===== src/logic/mmtb_pkg.sv =====
// Shared constants for the monitor multiplexer and thermistor bias control.
// Assumes a Wishbone classic slave with 32-bit data and word-aligned registers.
package mmtb_pkg;
   // Register byte addresses
   localparam logic [7:0] MMTB_ADDR_MUX    = 8'h00;
   localparam logic [7:0] MMTB_ADDR_THRESH = 8'h04;
   localparam logic [7:0] MMTB_ADDR_CTRL   = 8'h08;
   localparam logic [7:0] MMTB_ADDR_STATUS = 8'h0c;
   // Channel select codes
   localparam logic [3:0] MMTB_SEL_OFF      = 4'h0;
   localparam logic [3:0] MMTB_SEL_CHG_V    = 4'h1;
   localparam logic [3:0] MMTB_SEL_CHG_I    = 4'h2;
   localparam logic [3:0] MMTB_SEL_BAT_V    = 4'h3;
   localparam logic [3:0] MMTB_SEL_BAT_ICHG = 4'h4;
   localparam logic [3:0] MMTB_SEL_BAT_IDIS = 4'h5;
   localparam logic [3:0] MMTB_SEL_NULL     = 4'h6;
   localparam logic [3:0] MMTB_SEL_THERM    = 4'h7;
   localparam logic [3:0] MMTB_SEL_THERMISTOR_BIAS_PIN    = 4'h8;
   localparam logic [3:0] MMTB_SEL_GND      = 4'h9;
   localparam logic [3:0] MMTB_SEL_SYS      = 4'ha;
   localparam int         MMTB_NUM_CH       = 10;
   // Threshold field positions in the threshold register
   localparam int MMTB_HOT_POS  = 0;
   localparam int MMTB_WARM_POS = 2;
   localparam int MMTB_COOL_POS = 4;
   localparam int MMTB_COLD_POS = 6;
   // Control bit positions
   localparam int MMTB_CTRL_TSEN_POS = 0;
   // Reset values
   localparam logic [3:0] MMTB_RST_SEL    = 4'h0;
   localparam logic [7:0] MMTB_RST_THRESH = 8'h00;
   localparam logic       MMTB_RST_TSEN   = 1'b0;
endpackage


===== src/logic/mmtb_decode.sv =====
// Channel decoder: one-hot route enables from the channel select.
// Assumes select is registered by the caller.
`timescale 1ns/1ps
`default_nettype none
module mmtb_decode (
   input  wire logic [3:0]  sel_i,
   input  wire logic        bias_ok_i,
   output logic      [9:0]  route_o,
   output logic             buf_en_o
);
   genvar g;
   generate
      for (g = 0; g < mmtb_pkg::MMTB_NUM_CH; g++) begin : g_ch
         // Codes 1..10 map to bits 0..9; others route nothing
         assign route_o[g] = bias_ok_i && (sel_i == 4'(g + 1)); // see R5 see R6 see R7
      end
   endgenerate
   assign buf_en_o = |route_o;
endmodule
`default_nettype wire


===== src/logic/mmtb_bias.sv =====
// Thermistor bias decision logic.
// Assumes the charger input valid flag is synchronous to the clock.
`timescale 1ns/1ps
`default_nettype none
module mmtb_bias (
   input  wire logic        chg_valid_i,
   input  wire logic        temp_sense_enable_i,
   input  wire logic [3:0]  sel_i,
   output logic             bias_on_o
);
   // Either source of demand biases the divider; none turns it off
   assign bias_on_o = (chg_valid_i && temp_sense_enable_i)
                    || (sel_i == mmtb_pkg::MMTB_SEL_THERM)
                    || (sel_i == mmtb_pkg::MMTB_SEL_THERMISTOR_BIAS_PIN);
endmodule
`default_nettype wire


===== src/logic/mmtb_top.sv =====
// Monitor multiplexer and thermistor bias control with a Wishbone slave.
// Assumes one clock, synchronous active-high reset, synchronous inputs.
// Behaviour
// A 4-bit channel select picks one internal signal for the monitor pin.
// Select zero disables the multiplexer and floats the monitor pin.
// Buffer on only with main bias active and select nonzero.
// Software writes zero to the select when not converting.
// Codes 1, 2, 10 route charger voltage, charger current, system rail.
// Codes 3 and 4 route battery voltage and charging current.
// Codes 5 and 6 route discharge current and its offset-null reference.
// Codes 7, 8, 9 route thermistor sense, bias, analog ground.
// Bias on when charger input valid and temperature sensing enabled.
// Bias on when a thermistor channel is selected.
// Select changes never disturb temperature comparators or charge adjustment.
// Four independent 2-bit fields select hot, warm, cool, cold trips.
// Each field picks a tabulated trip voltage, 1.024 V down to 0.291 V.
// Bias off when neither bias condition holds.
// Select codes above ten behave like zero.
`timescale 1ns/1ps
`default_nettype none
module mmtb_top (
   input  wire logic        clk_i,
   input  wire logic        rst_i,
   input  wire logic        ce_i,
   input  wire logic        main_bias_ok_i,
   input  wire logic        chg_valid_i,
   input  wire logic        wb_cyc_i,
   input  wire logic        wb_stb_i,
   input  wire logic        wb_we_i,
   input  wire logic [7:0]  wb_adr_i,
   input  wire logic [3:0]  wb_sel_i,
   input  wire logic [31:0] wb_dat_i,
   output logic      [31:0] wb_dat_o,
   output logic             wb_ack_o,
   output logic      [9:0]  route_en_o,
   output logic             monitor_output_pin_oe_o,
   output logic             thermistor_bias_pin_en_o,
   output logic      [1:0]  hot_threshold_select_o,
   output logic      [1:0]  warm_threshold_select_o,
   output logic      [1:0]  cool_threshold_select_o,
   output logic      [1:0]  cold_threshold_select_o,
   output logic             temp_sense_enable_o
);
   typedef struct packed {
      logic [3:0]  sel;
      logic [7:0]  thresh;
      logic        tsen;
      logic        ack;
      logic [31:0] dat;
      logic [9:0]  route;
      logic        oe;
      logic        bias;
   } mmtb_state_s;

   mmtb_state_s state_reg;
   mmtb_state_s state_next;

   logic [9:0] route_w;
   logic       buf_w;
   logic       bias_w;
   logic       req_w;

   // Decode from the registered select so outputs settle one cycle after a write
   mmtb_decode u_decode (
      .sel_i     (state_reg.sel),
      .bias_ok_i (main_bias_ok_i),
      .route_o   (route_w),
      .buf_en_o  (buf_w)
   );

   mmtb_bias u_bias (
      .chg_valid_i         (chg_valid_i),
      .temp_sense_enable_i (state_reg.tsen),
      .sel_i               (state_reg.sel),
      .bias_on_o           (bias_w)
   );

   assign req_w = wb_cyc_i && wb_stb_i && !state_reg.ack;

   always_comb begin
      state_next = state_reg;
      state_next.ack = req_w;
      state_next.route = route_w;   // see R1
      state_next.oe = buf_w;        // see R2 see R3
      state_next.bias = bias_w;     // see R9 see R10
      if (req_w && wb_we_i && wb_sel_i[0]) begin
         case (wb_adr_i)
            mmtb_pkg::MMTB_ADDR_MUX: begin
               state_next.sel = wb_dat_i[3:0];
            end
            mmtb_pkg::MMTB_ADDR_THRESH: begin
               state_next.thresh = wb_dat_i[7:0];
            end
            mmtb_pkg::MMTB_ADDR_CTRL: begin
               state_next.tsen = wb_dat_i[mmtb_pkg::MMTB_CTRL_TSEN_POS];
            end
            default: begin
               state_next.sel = state_reg.sel;
            end
         endcase
      end
      state_next.dat = 32'h0000_0000;
      if (req_w && !wb_we_i) begin
         case (wb_adr_i)
            mmtb_pkg::MMTB_ADDR_MUX:    state_next.dat = {28'h0, state_reg.sel};
            mmtb_pkg::MMTB_ADDR_THRESH: state_next.dat = {24'h0, state_reg.thresh};
            mmtb_pkg::MMTB_ADDR_CTRL:   state_next.dat = {31'h0, state_reg.tsen};
            mmtb_pkg::MMTB_ADDR_STATUS: state_next.dat = {20'h0, state_reg.route, state_reg.oe, state_reg.bias};
            default:                    state_next.dat = 32'h0000_0000;
         endcase
      end
   end

   always_ff @(posedge clk_i) begin
      if (rst_i) begin
         state_reg.sel    <= mmtb_pkg::MMTB_RST_SEL;
         state_reg.thresh <= mmtb_pkg::MMTB_RST_THRESH;
         state_reg.tsen   <= mmtb_pkg::MMTB_RST_TSEN;
         state_reg.ack    <= 1'b0;
         state_reg.dat    <= 32'h0000_0000;
         state_reg.route  <= 10'h000;
         state_reg.oe     <= 1'b0;
         state_reg.bias   <= 1'b0;
      end else if (ce_i) begin
         state_reg <= state_next;
      end
   end

   assign wb_dat_o                 = state_reg.dat;
   assign wb_ack_o                 = state_reg.ack;
   assign route_en_o               = state_reg.route;
   assign monitor_output_pin_oe_o  = state_reg.oe;
   assign thermistor_bias_pin_en_o = state_reg.bias;
   // Threshold fields leave the block directly; the select never touches them, see R11
   assign hot_threshold_select_o   = state_reg.thresh[mmtb_pkg::MMTB_HOT_POS +: 2];
   assign warm_threshold_select_o  = state_reg.thresh[mmtb_pkg::MMTB_WARM_POS +: 2];
   assign cool_threshold_select_o  = state_reg.thresh[mmtb_pkg::MMTB_COOL_POS +: 2];
   assign cold_threshold_select_o  = state_reg.thresh[mmtb_pkg::MMTB_COLD_POS +: 2];
   assign temp_sense_enable_o      = state_reg.tsen;
endmodule
`default_nettype wire


===== config.mk =====
export PLATFORM = sky130hd
export DESIGN_NAME = mmtb_top
export DESIGN_NICKNAME = d
export VERILOG_FILES = /design/src/logic/mmtb_pkg.sv /design/src/logic/mmtb_decode.sv /design/src/logic/mmtb_bias.sv /design/src/logic/mmtb_top.sv
export SDC_FILE = /design/constraint.sdc
export NUM_CORES = 1
export LEC_CHECK = 0
export BUFFER_PORTS_ARGS = -buffer_cell sky130_fd_sc_hd__buf_2
export CORE_AREA = 10 10 80 82
export DETAILED_ROUTE_END_ITERATION = 8
export DIE_AREA = 0 0 90 92
export PLACE_DENSITY = 0.77
export SYNTH_ARGS = -nofsm -noshare
export SYNTH_HDL_FRONTEND = slang
export SYNTH_SLANG_ARGS = --single-unit

===== constraint.sdc =====
create_clock -name clk_i -period 1.3 [get_ports clk_i]
set_input_delay 0.26 -clock clk_i [delete_from_list [all_inputs] [get_ports clk_i]]
set_output_delay 0.26 -clock clk_i [all_outputs]
set_load 0.02 [all_outputs]

======== Word-level counts from Yosys, hierarchy flattened ========
Index checks and enable logic that the tools add are counted.
storage, ports and cells
  word-level logic and storage cells ...... 48
  flip-flop bits (word level) ............. 58
  output and inout port bits .............. 54
  input port bits ......................... 52
cells by class
  reduce and logical (&&, ||, !) cells .... 25
  equal/unequal tests ..................... 13
  mux-type cells .......................... 2
operator list
  kind                                                             count
  12-bit one-hot mux with 4 select lines                           1
  4-bit by 3-bit == test with 1-bit output, second input constant  4
  8-bit by 4-bit == test with 1-bit output, second input constant  2
  1-bit logical AND                                                16
  4-bit == test, second input constant                             3
  12-bit two-way mux                                               1
  10-bit OR reduction                                              1
  3-bit AND reduction                                              3
  4-bit by 2-bit == test with 1-bit output, second input constant  2
  8-bit by 3-bit == test with 1-bit output, second input constant  1
  8-bit logical NOT                                                1
  4-bit by 1-bit == test with 1-bit output, second input constant  1
  1-bit logical NOT                                                2
  1-bit logical OR                                                 2

======== Depth between registers and ports, before layout ========
Gate-level depths: netlist (run 1).
  word-level depth ........................ 5
  gate-level depth with buffers ........... 5
  mapped depth without buffers ............ 3

======== Hierarchy ========
Synthesis (run 1) repeated with hierarchy kept, for this count alone.
second synthesis, totals
  cells, all modules ...................... 242
  area, all modules ....................... 2,183.3 µm²
by module, submodules not included
  module       instances  area an instance (µm²)  cells each  seq. area each (µm²)
  mmtb_top     1          2,053.2                 219         760.7
  mmtb_decode  1          102.6                   19          0.0
  mmtb_bias    1          27.5                    4           0.0

======== Least setup slack after synthesis (run 1) ========
OpenSTA, ideal clock, no wires.
  path kind ............................... reg-to-reg
  start point ............................. reg state_reg (netlist bit wb_ack_o)
  end point ............................... reg state_reg (netlist bit hot_threshold_select_o[0])
  required time ........................... 1.180 ns
  data arrival time ....................... 1.178 ns
  cell stages (with the launch flop) ...... 6
  buffers on the path ..................... 2
  setup time .............................. 0.120 ns
  clock period less this slack ............ 1.299 ns
  path slack .............................. 0.001 ns
  cells stage by stage .................... dfxtp_1 -> and4b_1 -> buf_4 -> and4_1 -> buf_6 -> mux2i_1
between the ends
  longest elaborated chain between the ends .. 5
ends and longest elaborated chain
  item                                  line             source
  start: declaration                    mmtb_top.sv:55   mmtb_state_s state_reg;
  start signal: assignment              mmtb_top.sv:125  state_reg <= state_next;
  1-bit logical NOT                     mmtb_top.sv:78   assign req_w = wb_cyc_i && wb_stb_i && !state_reg.ack;
  1-bit logical AND                     mmtb_top.sv:78
  1-bit logical AND (2 in a row)        mmtb_top.sv:86   if (req_w && wb_we_i && wb_sel_i[0]) begin
  3-bit AND reduction (no source line)  --
Every way passes these cells.
A chain may end at the register's enable or synchronous reset.

======== Worst setup path after layout (run 1) ========
Same ends and word-level chain as after synthesis.

==> summary.md, run 1 <==
| Metric | Value |
|---|---|
| Final period utilization | `99.4%` |
| Final setup fails | `0` |
| Busiest grt layer | `met2` |
| Layout cells sized above 1 | `33.0%` |
| Final min period | `1.29 ns` |
| Final hold vios | `0` |
| Adder-Cell Fraction of Synth Area | `0%` |
| Max VDD drop | `0.355 mV` |
| Vias per inst | `4.57` |
| Drt wl/cell | `13.9 um` |
| Number of global-route vias before repair | `1583` |
| Die area | `0.00828 sq mm` |
| WL final | `4830 um` |
| Simple-gate share of the synthesized area | `21.4%` |
| Pre-antenna DRT Iters | `4` |
| Core ar. | `0.00491 sq mm` |
| Placed Instances | `337` |
| Total grt overflow | `0` |
| Crit path largest cell delay | `0.33 ns` |
| Port Buffers | `58` |
| Grt met2 use | `18.3%` |
| Post-synthesis mux area share | `10.7%` |
| Total number of vias | `1581` |
| Status | `complete, no violations` |
| # rows | `26` |
| HP Class | `in2reg` |
| Synth Area in XOR/XNOR | `0%` |
| GRT met1 Usage | `11.8%` |
| Leakage | `1.09 nW` |
| Final setup margin | `0.00796 ns` |
| Top cell type's share of synthesized area | `36.5%` |
| Top post-synthesis cells by area | `dfxtp_1, buf_4, mux2i_1` |
| Gpl congestion | `0.816` |
| Post-DP HPWL | `3910 um` |
| Clk sinks | `38` |
| Netlist Area Pre-Place | `0.00209 sq mm` |
| Starting Density | `42.5%` |
| Critical path capture point type | `flop` |
| Die X | `90 um` |
| Clock Root Buffer | `clkbuf_8` |
| Largest family of logic cells by synthesized area | `buffers and inverters` |
| # IOs | `106` |
| Diode count | `0` |
| Number of synthesized register bits | `38` |
| Largest net degree at the start of global routing | `20` |
| Cell Count, Final, Fillers Out | `346` |
| EDFF count, synth | `0` |
| Placement Setup Slack | `-0.0913 ns` |
| Die height | `92 um` |
| Crit path launch type | `flop` |
| Crit-path cells | `and4b_2 > and4_4 > buf_12 > mux2i_2` |
| Net count, final | `329` |
| Total GRT Usage | `11.0%` |
| Cell area power density | `930 mW/mm^2` |
| Maxcap violations | `0` |
| Met3 usage | `5.70%` |
| Top FF cell, synth | `dfxtp_1` |
| Most numerous cell in the Yosys netlist | `buf_4` |
| Dominant cell type by area after synthesis | `dfxtp_1` |
| Clock skew | `0.00581 ns` |
| Async SR Flop Fraction | `0%` |
| Critical path peak fanout | `8` |
| Register area share after synthesis | `36.5%` |
| Kind of critical path | `reg2reg` |
| CTS Buffer Depth | `2` |
| CP Data Arrival Time | `1.51 ns` |
| Compound-cell area share of the yosys netlist | `9.24%` |
| Max reg flops | `12` |
| # DRC | `0` |
| Synthesized instance count | `236` |
| Slowest cell on crit path | `and4b_2` |
| Max-slew violations | `0` |
| H-tree depth | `2` |
| First-pass GRT wire length | `7620 um` |
| Setup TNS | `0 ns` |
| Clk_lat worst skew | `0.29 ns` |
| CTS tree | `done` |
| Worst-path clk slew | `0.07 ns` |
| Post-synth top cells | `buf_4, dfxtp_1, nand2b_1` |
| DRT iter0 DRCs | `54` |
| Initial antenna violation count | `0` |
| Required @ worst endpoint | `1.51 ns` |
| Netlist cell types | `30` |
| Final core utilization | `47.8%` |
| Number of CTS-inserted buffers | `5` |
| Synth Area per Inst | `8.84 sq um` |
| Unrepaired setup endpoints after global routing | `true` |
| Fmax | `774 MHz` |
| Syn. warnings | `0` |
| Layout area overhead | `12.5%` |
| Post-route ant nets | `0` |
layout by cell type (no fill, tap or decap), types with 4 or more instances in the layout:
cell	instances
a21oi_1	7
mux2i_1	18
conb_1	20
nand4_1	7
dfxtp_1	37
clkbuf_8	6
buf_2	58
and4b_1	4
a22oi_1	6
nand2_1	19
inv_1	6
nand2b_1	21
o21ai_0	12
nor2_1	13
buf_4	18
cells by family after synthesis:
logic type      count (synthesis)
flops                          38
buf+inv                        68
simple gates                   77
mux                            21
compound gates                 31
other cells                     1
final cells by class:
| class | count | area (sq um) |
|---|---|---|
| Multi-Input combinational cell | 149 | 947 |
| Tap cell | 70 | 87.6 |
| Timing Repair Buffer | 77 | 445 |
| Fill cell | 482 | 2560 |
| Sequential cell | 38 | 762 |
| Clock buffer | 6 | 82.6 |
| Inverter | 6 | 22.5 |
path summary, 6_finish.rpt:
path / start / end / slack [ns] / depth (start not counted)
max: wb_ack_o$_SDFFE_PP0P_ / hot_threshold_select_o[0]$_SDFFE_PP0P_ / 0.008 / 4
min: wb_dat_i[5] / cool_threshold_select_o[1]$_SDFFE_PP0P_ / 0.23 / 3
max reg2reg: wb_ack_o$_SDFFE_PP0P_ / hot_threshold_select_o[0]$_SDFFE_PP0P_ / 0.008 / 4
min reg2reg: wb_dat_o[6]$_SDFFE_PP0P_ / wb_dat_o[6]$_SDFFE_PP0P_ / 0.45 / 2
metrics by stage:
| stage | area (sq um) | hold WS (ns) | power (mW) |
|---|---|---|---|
| after CTS | 2330 | 0.232 | 2.20 |
| after detailed placement | 2230 | 0.441 | 1.41 |
| after global placement | 2230 | 0.429 | 1.40 |
| final | 2350 | 0.233 | 2.18 |
| after global routing | 2350 | 0.233 | 2.26 |
| after floorplan | 2160 | 0.415 | 1.38 |
critical path: cells and delay by family, from the launching register on:
family | cells | cell delay (ns)
AND/OR/NAND/NOR | 2 | 0.57
buffers and inverters | 1 | 0.14
flip-flops | 1 | 0.31
multiplexers | 1 | 0.21
metal layers:
| layer | up-vias | part of all wire, % |
|---|---|---|
| met2 | 47 | 47 |
| met4 | 0 | 1.9 |
| met1 | 720 | 43 |
| li1 | 806 | - |
| met3 | 8 | 8.4 |
| met5 | - | 0 |
timing repair:
item                       4_1_cts  5_1_grt
gates resized for setup          1        4
pin swaps                        0        0
gates cloned                     0        0
buffers inserted                 2        1
hold buffers                     0        0
setup endpoints to repair        8        8
power breakdown:
| group | switching (mW) | total, mW | internal, mW |
|---|---|---|---|
| Sequential | 0.00203 | 1.17 | 1.17 |
| Combinational | 0.139 | 0.224 | 0.0856 |
| Clock | 0.381 | 0.790 | 0.409 |
| Total | 0.522 | 2.18 | 1.66 |
Note: power is estimated with default switching activity, not from simulation.
==> run 2, diff against run 1 <==
--- a/config.mk
+++ b/config.mk
@@ -5,11 +5,11 @@
 export SDC_FILE = /design/constraint.sdc
 export NUM_CORES = 1
 export LEC_CHECK = 0
-export BUFFER_PORTS_ARGS = -buffer_cell sky130_fd_sc_hd__buf_2
 export CORE_AREA = 10 10 80 82
 export DETAILED_ROUTE_END_ITERATION = 8
 export DIE_AREA = 0 0 90 92
-export PLACE_DENSITY = 0.77
+export DONT_BUFFER_PORTS = 1
+export PLACE_DENSITY = 0.59
 export SYNTH_ARGS = -nofsm -noshare
 export SYNTH_HDL_FRONTEND = slang
 export SYNTH_SLANG_ARGS = --single-unit
==> run 2 against run 1 <==
Against the previous run:
- clock skew down 0.0021 ns
- first-iteration DRC count down 20%
- routed wire length down 3.9%
- hold slack worse by 0.20 ns
- highest routed layer unchanged
==> summary.md, run 2 (synthesis results as in run 1) <==
| Metric | Value |
|---|---|
| Clk sinks | `38` |
| Layout area overhead | `-1.20%` |
| Power share of the combinational group | `6.0%` |
| Placement Setup Slack | `0.0314 ns` |
| Switch share | `22.1%` |
| Total GRT Usage | `10.9%` |
| Crit path launch type | `flop` |
| Max-slew violations | `0` |
| Core ar. | `0.00491 sq mm` |
| Reg-to-reg critical path endpoint | `cold_threshold_select_o[0]$_SDFFE_PP0P_` |
| Post-DP HPWL | `3720 um` |
| Final hold vios | `0` |
| Max VDD drop | `0.376 mV` |
| Die X | `90 um` |
| Post-route cell area | `0.00206 sq mm` |
| Kind of critical path | `reg2reg` |
| Die area | `0.00828 sq mm` |
| Worst Hold Slack | `0.0350 ns` |
| Most common cell after layout, fill and taps aside | `dfxtp_1` |
| Final setup fails | `0` |
| Most frequent cells in the layout | `dfxtp_1, nand2b_1, mux2i_1, conb_1, nand2_1` |
| Post CTS Setup Buffer Count | `0` |
| First-pass GRT wire length | `7290 um` |
| Number of CTS-inserted buffers | `5` |
| Sequential share of power | `51.2%` |
| RR Startpoint | `wb_ack_o$_SDFFE_PP0P_` |
| Final min period | `1.23 ns` |
| Required @ worst endpoint | `1.53 ns` |
| Number of global-route vias before repair | `1321` |
| Drt wl/cell | `16.1 um` |
| HP Start | `rst_i` |
| H-tree depth | `2` |
| Critical path capture point type | `flop` |
| # DRC | `0` |
| Clk_lat worst skew | `0.29 ns` |
| Layout cells sized above 1 | `14.2%` |
| Leakage | `0.810 nW` |
| Starting Density | `42.5%` |
| DR WL met2 | `2300 um` |
| Fmax | `814 MHz` |
| Port Buffers | `0` |
| Dpl cell area | `0.00195 sq mm` |
| Worst Hold End | `thermistor_bias_pin_en_o$_SDFFE_PP0P_` |
| Status | `complete, no violations` |
| Gpl congestion | `0.731` |
| Max reg flops | `12` |
| Worst-path clk slew | `0.07 ns` |
| Hold depth | `1` |
| M1 WL | `1810 um` |
| Pre-antenna DRT Iters | `4` |
| Clock share of power | `42.9%` |
| Vias per inst | `4.76` |
| Total number of vias | `1370` |
| Diode count | `0` |
| Top Layer Used | `met4` |
| DRT iter0 DRCs | `43` |
| R2R Setup Slk | `0.07 ns` |
| Cell area power density | `1110 mW/mm^2` |
| Net count, final | `269` |
| Largest net degree at the start of global routing | `39` |
| Critical path peak fanout | `8` |
| Final Power | `2.28 mW` |
| CTS tree | `done` |
| Pint | `1.78 mW` |
| Initial antenna violation count | `0` |
| HP Class | `in2reg` |
| Die height | `92 um` |
| Placed Instances | `280` |
| Maxcap violations | `0` |
| # rows | `26` |
| CP Data Arrival Time | `1.45 ns` |
| Worst Reg-to-Reg Cells | `4` |
| Final setup margin | `0.0722 ns` |
| Routed wire length on met3 | `450 um` |
| WL final | `4640 um` |
| CTS Buffer Depth | `2` |
| Post-route ant nets | `0` |
| Total grt overflow | `0` |
| Cell Count, Final, Fillers Out | `288` |
| P_sw | `0.504 mW` |
| Final period utilization | `94.4%` |
| # IOs | `106` |
| Clock skew | `0.00375 ns` |
| Clock Root Buffer | `clkbuf_8` |
| Hold_buf cts | `0` |
-- run 2: changes by cell type in the layout (fill, tap and decap cells not counted), sizes merged --
cell / before / now
buf: 77 / 17
clkinv: 0 / 2
bufinv: 0 / 1
clkbuf: 6 / 5
-- run 2: repair_timing --
action,in CTS,in global routing
resized for setup,0,4
setup endpoints to repair,0,14
endpoints found under the hold margin,0,0
-- run 2: power groups by stage --
stage	clock network, mW	logic (mW)	registers, mW
2_1_floorplan	0	0.177	1.20
3_3_place_gp	0	0.134	1.19
3_5_place_dp	0	0.134	1.19
4_1_cts	1.01	0.134	1.17
5_1_grt	1.05	0.149	1.17
6_report	0.978	0.136	1.17
-- run 2: metal layers --
metal / vias to the layer above / GRT usage [%]
met4: 0 / 4.77
met1: 628 / 11.3
met3: 6 / 5.46
li1: 690 / -
met5: - / 0
met2: 46 / 18.4
-- run 2: cell type report --
cell class	instances	area (sq um)
Clock buffer	5	68.8
Clock inverter	3	40.0
Fill cell	513	2850
Inverter	6	22.5
Multi-Input combinational cell	149	940
Sequential cell	38	762
Tap cell	70	87.6
Timing Repair Buffer	17	140
-- run 2: how the worst max path moves through the flow --
stage                     cells after the start             startpoint  slack [ns]                                       to
after CTS                                     4  wb_ack_o$_SDFFE_PP0P_        0.03  cold_threshold_select_o[0]$_SDFFE_PP0P_
after detailed placement                      4  wb_ack_o$_SDFFE_PP0P_        0.03  cool_threshold_select_o[1]$_SDFFE_PP0P_
after global placement                        4  wb_ack_o$_SDFFE_PP0P_        0.05  cold_threshold_select_o[1]$_SDFFE_PP0P_
after floorplan                               5  wb_ack_o$_SDFFE_PP0P_       0.001   hot_threshold_select_o[0]$_SDFFE_PP0P_
final                                         4  wb_ack_o$_SDFFE_PP0P_        0.07  cold_threshold_select_o[0]$_SDFFE_PP0P_
after global routing                          4  wb_ack_o$_SDFFE_PP0P_      -0.001  cold_threshold_select_o[1]$_SDFFE_PP0P_
-- run 2: critical path, stage by stage, from the launching register on --
cell and delay (ns):
dfxtp_1 0.31, and4b_2 0.32, and4_4 0.23, buf_12 0.13, mux2i_1 0.17
-- run 2: through the flow --
stage	util [%]	TNS, ns
2_1_floorplan	-	0
3_3_place_gp	39.6	0
3_5_place_dp	39.6	0
4_1_cts	41.8	0
5_1_grt	42.0	-0.00130
6_report	42.0	0
